$ cat src/dac_serial_pkg.sv
// Shared constants and types for the quad converter serial write port.
// Assumes a single system clock domain; the serial pins are sampled by it.
package dac_serial_pkg;

  // ==========================================================================
  // Frame layout
  // ==========================================================================
  localparam int FRAME_BITS  = 16;
  localparam int ADDR_MSB    = 15;
  localparam int ADDR_LSB    = 14;
  localparam int MODE_MSB    = 13;
  localparam int MODE_LSB    = 12;
  localparam int CODE_MSB    = 11;
  localparam int CODE_LSB    = 2;
  localparam int CODE_WIDTH  = 10;
  localparam int CHANNELS    = 4;
  localparam logic [4:0] LAST_BIT_INDEX = 5'h0F;

  // ==========================================================================
  // Operating modes
  // ==========================================================================
  localparam logic [1:0] MODE_WRITE_HOLD       = 2'h0;
  localparam logic [1:0] MODE_WRITE_UPDATE     = 2'h1;
  localparam logic [1:0] MODE_WRITE_ALL_UPDATE = 2'h2;
  localparam logic [1:0] MODE_POWER_DOWN       = 2'h3;

  // ==========================================================================
  // Reset values and buffering
  // ==========================================================================
  localparam logic [CODE_WIDTH-1:0] CODE_RESET = 10'h000;
  localparam logic [CODE_WIDTH-1:0] CODE_FULL  = 10'h3FF;
  localparam int FIFO_DEPTH    = 16;
  localparam int SYNC_STAGES   = 3;

  // ==========================================================================
  // Timing
  // ==========================================================================
  localparam int CLK_PERIOD_NS = 40;

  typedef enum logic [2:0] {
    ST_IDLE  = 3'b001,
    ST_SHIFT = 3'b010,
    ST_DONE  = 3'b100
  } frame_state_type;

endpackage

$ cat src/pin_sync.sv
// Three-stage synchroniser with agreement filter for asynchronous pins.
// Assumes every input bit comes from outside the clk_sys domain.
`timescale 1ns/1ns
module pin_sync #(
  parameter int WIDTH = 3
) (
  input  wire logic             clk_sys,
  input  wire logic             srst,
  input  wire logic [WIDTH-1:0] pin_in,
  output logic      [WIDTH-1:0] level_q
);

  typedef struct packed {
    logic [WIDTH-1:0] s1;
    logic [WIDTH-1:0] s2;
    logic [WIDTH-1:0] s3;
    logic [WIDTH-1:0] level;
  } sync_state_type;

  sync_state_type r_q;
  sync_state_type r_d;

  // ==========================================================================
  // Filter: a change counts once stages two and three agree
  // ==========================================================================
  always_comb begin
    r_d    = r_q;
    r_d.s1 = pin_in;
    r_d.s2 = r_q.s1;
    r_d.s3 = r_q.s2;
    for (int i = 0; i < WIDTH; i++) begin
      if (r_q.s2[i] == r_q.s3[i]) begin
        r_d.level[i] = r_q.s3[i];
      end
    end
  end

  always_ff @(posedge clk_sys) begin
    if (srst) begin
      r_q <= '0;
    end else begin
      r_q <= r_d;
    end
  end

  assign level_q = r_q.level;

endmodule // pin_sync

$ cat src/word_fifo.sv
// Flip-flop FIFO with valid and ready on both sides.
// Assumes both sides run on clk_sys; DEPTH is a power of two.
`timescale 1ns/1ns
module word_fifo #(
  parameter int WIDTH = 16,
  parameter int DEPTH = 16
) (
  input  wire logic             clk_sys,
  input  wire logic             srst,
  input  wire logic             in_valid,
  output logic                  in_ready,
  input  wire logic [WIDTH-1:0] in_data,
  output logic                  out_valid,
  input  wire logic             out_ready,
  output logic      [WIDTH-1:0] out_data
);

  localparam int AW = $clog2(DEPTH);

  typedef struct packed {
    logic [DEPTH-1:0][WIDTH-1:0] mem;
    logic [AW-1:0]               wr;
    logic [AW-1:0]               rd;
    logic [AW:0]                 count;
  } fifo_state_type;

  fifo_state_type r_q;
  fifo_state_type r_d;
  logic           push;
  logic           pop;

  // ==========================================================================
  // Storage and pointers
  // ==========================================================================
  always_comb begin
    r_d  = r_q;
    push = in_valid && (r_q.count != (AW+1)'(DEPTH));
    pop  = out_ready && (r_q.count != '0);
    if (push) begin
      r_d.mem[r_q.wr] = in_data;
      r_d.wr          = r_q.wr + 1'b1;
    end
    if (pop) begin
      r_d.rd = r_q.rd + 1'b1;
    end
    if (push && !pop) begin
      r_d.count = r_q.count + 1'b1;
    end else if (pop && !push) begin
      r_d.count = r_q.count - 1'b1;
    end
  end

  always_ff @(posedge clk_sys) begin
    if (srst) begin
      r_q <= '0;
    end else begin
      r_q <= r_d;
    end
  end

  assign in_ready  = (r_q.count != (AW+1)'(DEPTH));
  assign out_valid = (r_q.count != '0);
  assign out_data  = r_q.mem[r_q.rd];

endmodule // word_fifo

$ cat src/quad_dac_serial_write_port.sv
// Serial write port and channel code registers of a quad 10-bit converter.
// Assumes the serial clock, frame select and data pins are asynchronous to
// clk_sys and much slower than it; srst stands in for the power-on reset.
//
// Notes on behaviour
// - Frame starts on falling frame select only.
// - Shift data on serial clock falls while selected.
// - Sixteenth fall completes frame and runs function; here it is queued, run while apply_hold is low, dropped if FIFO is full.
// - Select may stay low or rise afterward.
// - Extra clocks after sixteenth are ignored.
// - Ten-bit straight binary code per channel.
// - Code 3FF full scale, 000 zero.
// - Leaving power-down starts wake from completion; here wake starts when the queued frame runs.
// - Frame: address, mode, data, MSB first.
// - Four modes: hold, update, all, power-down.
`timescale 1ns/1ns
module quad_dac_serial_write_port (
  input  wire logic       clk_sys,
  input  wire logic       srst,
  input  wire logic       sclk,
  input  wire logic       frame_sel_n,
  input  wire logic       sdata,
  input  wire logic       apply_hold,
  output logic [3:0][9:0] channel_code_q,
  output logic [3:0]      powered_down_q,
  output logic [3:0]      wake_start_q,
  output logic [3:0]      full_scale_q,
  output logic            frame_done_q,
  output logic            frame_drop_q,
  output logic            accept_ready_q
);

  // ==========================================================================
  // State
  // ==========================================================================
  typedef struct packed {
    dac_serial_pkg::frame_state_type st;
    logic [4:0]                      bit_idx;
    logic [15:0]                     shreg;
    logic                            sclk_prev;
    logic                            fsel_prev;
    logic                            push;
    logic [15:0]                     push_word;
    logic [3:0][9:0]                 hold;
    logic [3:0][9:0]                 out;
    logic [3:0]                      pd;
    logic [3:0]                      wake;
    logic [3:0]                      full;
    logic                            done;
    logic                            drop;
    logic                            rdy;
  } port_state_type;

  port_state_type r_q;
  port_state_type r_d;

  logic [2:0]  pins_f;
  logic        sclk_f;
  logic        fsel_n_f;
  logic        sdata_f;
  logic        fifo_in_ready;
  logic        fifo_out_valid;
  logic        fifo_out_ready;
  logic [15:0] fifo_out_data;
  logic        sclk_fall;
  logic        fsel_fall;
  logic [1:0]  w_addr;
  logic [1:0]  w_mode;
  logic [9:0]  w_code;

  // ==========================================================================
  // Pin synchronisers
  // ==========================================================================
  pin_sync #(
    .WIDTH (dac_serial_pkg::SYNC_STAGES)
  ) u_pin_sync (
    .clk_sys (clk_sys),
    .srst    (srst),
    .pin_in  ({sclk, frame_sel_n, sdata}),
    .level_q (pins_f)
  );

  assign sclk_f   = pins_f[2];
  assign fsel_n_f = pins_f[1];
  assign sdata_f  = pins_f[0];

  // ==========================================================================
  // Frame buffer between the serial side and the channel registers
  // ==========================================================================
  word_fifo #(
    .WIDTH (dac_serial_pkg::FRAME_BITS),
    .DEPTH (dac_serial_pkg::FIFO_DEPTH)
  ) u_word_fifo (
    .clk_sys   (clk_sys),
    .srst      (srst),
    .in_valid  (r_q.push),
    .in_ready  (fifo_in_ready),
    .in_data   (r_q.push_word),
    .out_valid (fifo_out_valid),
    .out_ready (fifo_out_ready),
    .out_data  (fifo_out_data)
  );

  assign fifo_out_ready = !apply_hold;

  // ==========================================================================
  // Edge detection and frame field decode
  // ==========================================================================
  assign sclk_fall = r_q.sclk_prev && !sclk_f;
  assign fsel_fall = r_q.fsel_prev && !fsel_n_f;

  assign w_addr = fifo_out_data[dac_serial_pkg::ADDR_MSB:dac_serial_pkg::ADDR_LSB];
  assign w_mode = fifo_out_data[dac_serial_pkg::MODE_MSB:dac_serial_pkg::MODE_LSB];
  assign w_code = fifo_out_data[dac_serial_pkg::CODE_MSB:dac_serial_pkg::CODE_LSB];

  // ==========================================================================
  // Next state
  // ==========================================================================
  always_comb begin
    r_d           = r_q;
    r_d.sclk_prev = sclk_f;
    r_d.fsel_prev = fsel_n_f;
    r_d.push      = 1'b0;
    r_d.wake      = 4'h0;
    r_d.done      = 1'b0;
    r_d.drop      = 1'b0;
    r_d.rdy       = fifo_in_ready;

    // Serial frame receiver.
    unique case (r_q.st)
      dac_serial_pkg::ST_IDLE: begin
        if (fsel_fall) begin
          r_d.st      = dac_serial_pkg::ST_SHIFT;
          r_d.bit_idx = 5'h00;
        end
      end
      dac_serial_pkg::ST_SHIFT: begin
        if (fsel_n_f) begin
          r_d.st = dac_serial_pkg::ST_IDLE;
        end else if (sclk_fall) begin
          r_d.shreg   = {r_q.shreg[14:0], sdata_f};
          r_d.bit_idx = r_q.bit_idx + 5'h01;
          if (r_q.bit_idx == dac_serial_pkg::LAST_BIT_INDEX) begin
            r_d.st   = dac_serial_pkg::ST_DONE;
            r_d.done = 1'b1;
            if (fifo_in_ready) begin
              r_d.push      = 1'b1;
              r_d.push_word = {r_q.shreg[14:0], sdata_f};
            end else begin
              r_d.drop = 1'b1;
            end
          end
        end
      end
      dac_serial_pkg::ST_DONE: begin
        if (fsel_n_f) begin
          r_d.st = dac_serial_pkg::ST_IDLE;
        end
      end
      default: begin
        r_d.st = dac_serial_pkg::ST_IDLE;
      end
    endcase

    // Execution of a buffered frame.
    if (fifo_out_valid && fifo_out_ready) begin
      unique case (w_mode)
        dac_serial_pkg::MODE_WRITE_HOLD: begin
          r_d.hold[w_addr] = w_code;
        end
        dac_serial_pkg::MODE_WRITE_UPDATE: begin
          r_d.hold[w_addr] = w_code;
          r_d.out          = r_d.hold;
          r_d.wake         = r_q.pd;
          r_d.pd           = 4'h0;
        end
        dac_serial_pkg::MODE_WRITE_ALL_UPDATE: begin
          for (int c = 0; c < dac_serial_pkg::CHANNELS; c++) begin
            r_d.hold[c] = w_code;
            r_d.out[c]  = w_code;
          end
          r_d.wake = r_q.pd;
          r_d.pd   = 4'h0;
        end
        dac_serial_pkg::MODE_POWER_DOWN: begin
          r_d.pd = 4'hF;
        end
      endcase
    end

    for (int c = 0; c < dac_serial_pkg::CHANNELS; c++) begin
      r_d.full[c] = (r_d.out[c] == dac_serial_pkg::CODE_FULL);
    end
  end

  // ==========================================================================
  // Registers
  // ==========================================================================
  always_ff @(posedge clk_sys) begin
    if (srst) begin
      r_q           <= '0;
      r_q.st        <= dac_serial_pkg::ST_IDLE;
      r_q.hold      <= {4{dac_serial_pkg::CODE_RESET}};
      r_q.out       <= {4{dac_serial_pkg::CODE_RESET}};
      r_q.sclk_prev <= 1'b0;
      r_q.fsel_prev <= 1'b0;
    end else begin
      r_q <= r_d;
    end
  end

  // ==========================================================================
  // Outputs
  // ==========================================================================
  assign channel_code_q = r_q.out;
  assign powered_down_q = r_q.pd;
  assign wake_start_q   = r_q.wake;
  assign full_scale_q   = r_q.full;
  assign frame_done_q   = r_q.done;
  assign frame_drop_q   = r_q.drop;
  assign accept_ready_q = r_q.rdy;

endmodule // quad_dac_serial_write_port

$ cat config.mk
export PLATFORM = sky130hd
export DESIGN_NAME = quad_dac_serial_write_port
export DESIGN_NICKNAME = d
export VERILOG_FILES = /design/src/dac_serial_pkg.sv /design/src/pin_sync.sv /design/src/word_fifo.sv /design/src/quad_dac_serial_write_port.sv
export SDC_FILE = /design/constraint.sdc
export NUM_CORES = 1
export LEC_CHECK = 0
export BUFFER_PORTS_ARGS = -buffer_cell sky130_fd_sc_hd__buf_2
export CAP_MARGIN = 15
export CORE_UTILIZATION = 32
export DETAILED_ROUTE_END_ITERATION = 6
export MAX_ROUTING_LAYER = met4
export PLACE_DENSITY_LB_ADDON = 0.15
export SLEW_MARGIN = 5
export SYNTH_ARGS = -nofsm -noshare
export SYNTH_HDL_FRONTEND = slang
export SYNTH_SLANG_ARGS = --single-unit
$ cat constraint.sdc
create_clock -name clk_sys -period 6.95 [get_ports clk_sys]
set_clock_uncertainty 0.2 [all_clocks]
set_input_delay 1.39 -clock clk_sys [delete_from_list [all_inputs] [get_ports clk_sys]]
set_output_delay 1.39 -clock clk_sys [all_outputs]
set_load 0.01 [all_outputs]
After elaboration in Yosys (flattened, before gate mapping)
Index checks and enable logic that the tools add are counted.
- bits in registers: 419
- $add $sub $neg: 5
- $lt $le $gt $ge: 5
- eq/ne operators: 21
- muxes and demuxes: 26
- bitwise gates (word level): 6
- reduce and logical (&&, ||, !) cells: 30
- operators with widths (operator ; count):
    256-bit bitwise mux ; 1
    40-bit one-hot mux with 2 select lines ; 2
    16-bit binary-select mux with 4-bit select ; 1
    16-bit demux with 4-bit select ; 1
    48-bit two-way mux ; 1
    40-bit bitwise mux ; 1
    10-bit == test (second input constant) ; 4
    16-bit two-way mux ; 2
    24-bit two-way mux ; 1
    21-bit two-way mux ; 1
    10-bit demux with 2-bit select ; 1
    17-bit two-way mux ; 1
    5-bit by 1-bit adder with 5-bit output (second input constant) ; 2
    4-bit by 5-bit < comparator with 1-bit output (second input constant) ; 2
    10-bit two-way mux ; 1
    5-bit two-way mux ; 2
    5-bit one-hot mux with 2 select lines ; 1
    3-bit two-way mux ; 3
    3-bit one-hot mux with 3 select lines ; 1
    4-bit by 1-bit adder with 4-bit output (second input constant) ; 2
    1-bit logical AND ; 8
    8-bit two-way mux ; 1
    4-bit one-hot mux with 2 select lines ; 1
    4-bit AND reduction ; 2
    30 further kinds ; 50

Depth between registers and ports, before layout
- word-level depth: 10
- gate-level depth with buffers: 17
- gate-level depth less buffers: 12

Modules after synthesis
From an unflattened synthesis, not the netlist that was laid out.
- cell total of the unflattened synthesis: 1820
- area, all modules: 18377.6 um^2
- modules (own cells, without submodules) (module ; instances ; cells each ; area an instance (um^2) ; seq. area each (um^2)):
    word_fifo ; 1 ; 1078 ; 12144.1 ; 5385.2
    quad_dac_serial_write_port ; 1 ; 708 ; 5823.1 ; 2622.5
    pin_sync ; 1 ; 34 ; 410.4 ; 240.2

Worst setup path after synthesis
Ideal clock, no wire load.
- kind: reg2reg
- start point: register u_word_fifo.r_q[5] (netlist name)
- end point: register r_q (netlist bit full_scale_q[0])
- data arrival time: 4481 ps
- setup slack: 2182 ps
- stages on the path, launching flop included: 17
- buffers on the path: 7
- clock period less this slack: 4768 ps
- path through: dfxtp_1 > buf_6 > buf_12 > buf_6 > buf_2 > buf_1 > mux4_2 > mux4_2 > inv_1 > ha_1 > clkbuf_1 > clkbuf_1 > o311ai_0 > a41oi_1 > o221ai_1 > or4_4 > nor4b_4
- cells in the longest elaborated chain, start to end: 10
- elaborated cells on any way between the ends: 13
- classes of those cells: order compare (2); eq/ne (3); mux (7); reduce/logical (1)
- RTL lines (element ; line ; source):
    start, declared ; word_fifo.sv:27 ; fifo_state_type r_q;
    start signal, assigned ; word_fifo.sv:57 ; r_q <= r_d;
    16-bit binary-select mux with 4-bit select * ; word_fifo.sv:63 ; assign out_data = r_q.mem[r_q.rd];
    16-bit two-way mux (implied by the code) * ; word_fifo.sv:63 ;
    2-bit by 3-bit < comparator with 1-bit output (implied by the code) / 2-bit by 1-bit >= comparator with 1-bit output (equally long branches) ; quad_dac_serial_write_port.sv:172 ; r_d.hold[w_addr] = w_code;
    1-bit logical AND (implied by the code) ; quad_dac_serial_write_port.sv:172 ;
    10-bit two-way mux (implied by the code) ; quad_dac_serial_write_port.sv:172 ;
    10-bit demux with 2-bit select ; quad_dac_serial_write_port.sv:172 ;
    40-bit bitwise mux ; quad_dac_serial_write_port.sv:172 ;
    40-bit one-hot mux with 2 select lines * ; quad_dac_serial_write_port.sv:167 ; unique case (w_mode)
    48-bit two-way mux * ; quad_dac_serial_write_port.sv:166 ; if (fifo_out_valid && fifo_out_ready) begin
    10-bit == test * ; quad_dac_serial_write_port.sv:192 ; r_d.full[c] = (r_d.out[c] == dac_serial_pkg::CODE_FULL);
    end signal, assigned ; quad_dac_serial_write_port.sv:208 ; r_q <= r_d;
    end, declared ; quad_dac_serial_write_port.sv:54 ; port_state_type r_q;
Every way passes the cells marked *; elsewhere a longest branch is shown, timed or not. The select of a mux whose other input is x is not followed.
A chain may end at the register's enable or synchronous reset.

Worst setup path in the final report
Ends and elaborated chain as after synthesis.

==> results_dict.tcl <==
set metrics [dict create \
    numClockSinks 378 \
    drt_pass1_iterations 5 \
    internal_power_w 0.00382 \
    drtIter0Drc 1053 \
    antenna_found_initial 1 \
    p_clk_share_pct 47.4 \
    finalSetupViolCount 0 \
    hold_viol 0 \
    seq_area_frac_synth_pct 45.6 \
    fin_crit_sh_pct 67.5 \
    diodes 0 \
    grt_pass1_wl_um 77800 \
    worstPathRequired_ps 7220 \
    core_um2 51300 \
    timing.fmax_mhz 213 \
    cts_tree "done" \
    cts_buffers 44 \
    worst_slew_pin_slew_ps 1070 \
    area_delta_synth_final_pct 11.0 \
    crit_arrival_ps 4970 \
    switching_share_pct 24.1 \
    die-area_um2 52700 \
    synth_seq_cells 378 \
    via_count 13067 \
    syn_avg_cell_area_um2 8.64 \
    routed_wl_um 50800 \
    power.density_nw_per_um2 273 \
    drcViolationCount 0 \
    viasPerCell 5.10 \
    cts-resized-gates 0 \
    netlist_area_um2 16600 \
    min_path_type "flip-flop to flip-flop" \
    io_pins 61 \
    synth_nets 1941 \
    grt-ovfl-total 0 \
    post-place-ws_ps 2240 \
    max-cap-violations 0 \
    io_buffers 60 \
    layout_setup_ws_ps 2260 \
    ys_warn_count 0 \
    fill_cells 5307 \
    htree_num_levels 2 \
    ir_drop_mv 0.181 \
    post_dp_cell_area_um2 16900 \
    status "complete, no violations" \
    gr-usage-all-layers_pct 19.8 \
    routedWlPerCell_um 19.8 \
    hold_buffers 0 \
    pwr-share-seq_pct 44.6 \
    cts_setup_buffers 0 \
    clk_path_buf_depth 3 \
    final_cell_mix "565 x nand2_1, 376 x dfxtp_1, 279 x a21oi_1" \
    crit_start "u_word_fifo.r_q[5]" \
    worstSetupStartpointType "flip-flop" \
    drive_gt1_share_pct 12.6 \
    nets 1873 \
    cts_root_buffer "clkbuf_16" \
    timing.hold.ws_ps 234 \
    synthFlopType "dfxtp_1" \
    end_kind "flip-flop" \
    slew_headroom_pct 28.5 \
    rows 83 \
    antenna_left 0 \
    p_switching_w 0.00121 \
    period_needed_ps 4690 \
    timing.rr.start "u_word_fifo.r_q[5]" \
    die_w_um 230 \
    ys_async_sr_fraction_pct 0 \
    gp_routability_congestion 0.874 \
    dp_hpwl_um 32900 \
    start_util_pct 32.3 \
    drv_slew 0 \
    synthCells 1919 \
    grt_pass1_vias 12467 \
    register_area_um2 7570 \
    multi_input_area_um2 7920 \
    synth_cell_types 70 \
    final_core_util_pct 35.9 \
    synth_edf_count 0 \
    final_common_cell "nand2_1" \
    postLayoutCellArea_um2 18400 \
    hp-start "u_pin_sync.r_d[6]" \
    die_height_um 230 \
    leakage_nw 6.35 \
    grt_max_degree 121 \
    path_class "flip-flop to flip-flop" \
    clk_pin_slew_ps 50 \
    crit_fanout 37 \
    rsz0062_at_grt "no" \
    setup_tns_ps 0 \
    clock_latency_ps 580 \
    combPwrFrac_pct 7.9 \
]
synth_stat cells, types with 6 or more instances:
cell type,instances,area share [%]
a21oi_1,279,8.4
a31oi_1,6,0.23
and2_1,6,0.23
and3_1,8,0.30
buf_1,31,0.70
buf_2,10,0.30
buf_4,57,2.6
clkbuf_1,97,2.2
dfxtp_1,378,46
ha_1,15,1.1
inv_1,14,0.32
mux2i_1,61,3.7
mux4_1,12,1.9
mux4_2,52,7.1
nand2_1,565,13
nand3_1,19,0.57
nand4_1,9,0.34
nor2_1,131,3.0
nor2b_1,24,0.91
nor3_1,14,0.42
o21ai_0,17,0.51
o22ai_1,12,0.45
o32ai_1,6,0.32
xor2_1,8,0.42
layout make-up:
type | count | area share [%]
clock buffers | 65 | 7.18
clock inverters | 13 | 0.952
inverters | 14 | 0.285
multi-input cells | 1325 | 43.0
flip-flops and latches | 378 | 41.1
well taps | 680 | 4.62
repair buffers | 88 | 2.83
final timing paths:
kind / endpoint / slack (ps) / cells after the start
min reg2reg: u_pin_sync.r_d[3] / 230 / 1
max reg2reg: full_scale_q[0] / 2260 / 11
max: full_scale_q[0] / 2260 / 11
min: u_pin_sync.r_d[3] / 230 / 1
logic make-up after synthesis:
logic type	synth area share (%)
AO/OA/AOI/OAI	12.3
XOR/XNOR	0.687
adder cells (fa/ha/maj)	1.25
buffers and inverters	6.68
flip-flops	45.6
multiplexers	13.5
AND/OR/NAND/NOR	20.0
worst max-delay path: stages, from the launching register on:
cell,delay (ps)
dfxtp_4,770
mux4_2,600
mux4_2,550
inv_1,110
ha_1,360
buf_4,410
nand2_1,150
nor4_1,280
o32ai_1,160
a211o_1,330
or4_4,440
nor4b_4,200
per-stage QoR:
step / total power, W / instances
after global routing: 0.00522 / 2563
after CTS: 0.00510 / 2563
after global placement: 0.00269 / 2485
after floorplan: 0.00263 / 1919
final: 0.00503 / 2563
after detailed placement: 0.00270 / 2485
routing by layer:
metal	part of all wire, %	track usage [%]	wire length (µm)	vias up
li1	-	-	-	6311
met1	45	25.5	23000	6311
met2	46	31.0	23600	356
met3	5.1	3.13	2570	89
met4	3.4	7.67	1750	0
met5	0	-	0	-
power groups by stage:
| stage | sequential, W | clock [W] | combinational [W] |
|---|---|---|---|
| after global placement | 0.00229 | 0 | 0.000400 |
| final | 0.00224 | 0.00239 | 0.000398 |
| after floorplan | 0.00225 | 0 | 0.000385 |
| after CTS | 0.00225 | 0.00244 | 0.000406 |
| after detailed placement | 0.00229 | 0 | 0.000404 |
| after global routing | 0.00225 | 0.00254 | 0.000434 |
registers in the layout, indices dropped and copies added, names as in the netlist:
name / cells
accept_ready_q: 1
frame_done_q: 1
powered_down_q: 1
u_pin_sync.level_q: 3
frame_drop_q: 1
channel_code_q: 40
wake_start_q: 1
u_word_fifo.r_q: 237
full_scale_q: 4
u_pin_sync.r_d: 6
r_q: 80
u_pin_sync.r_q: 3
No activity file was read; power rests on OpenSTA's default activity.
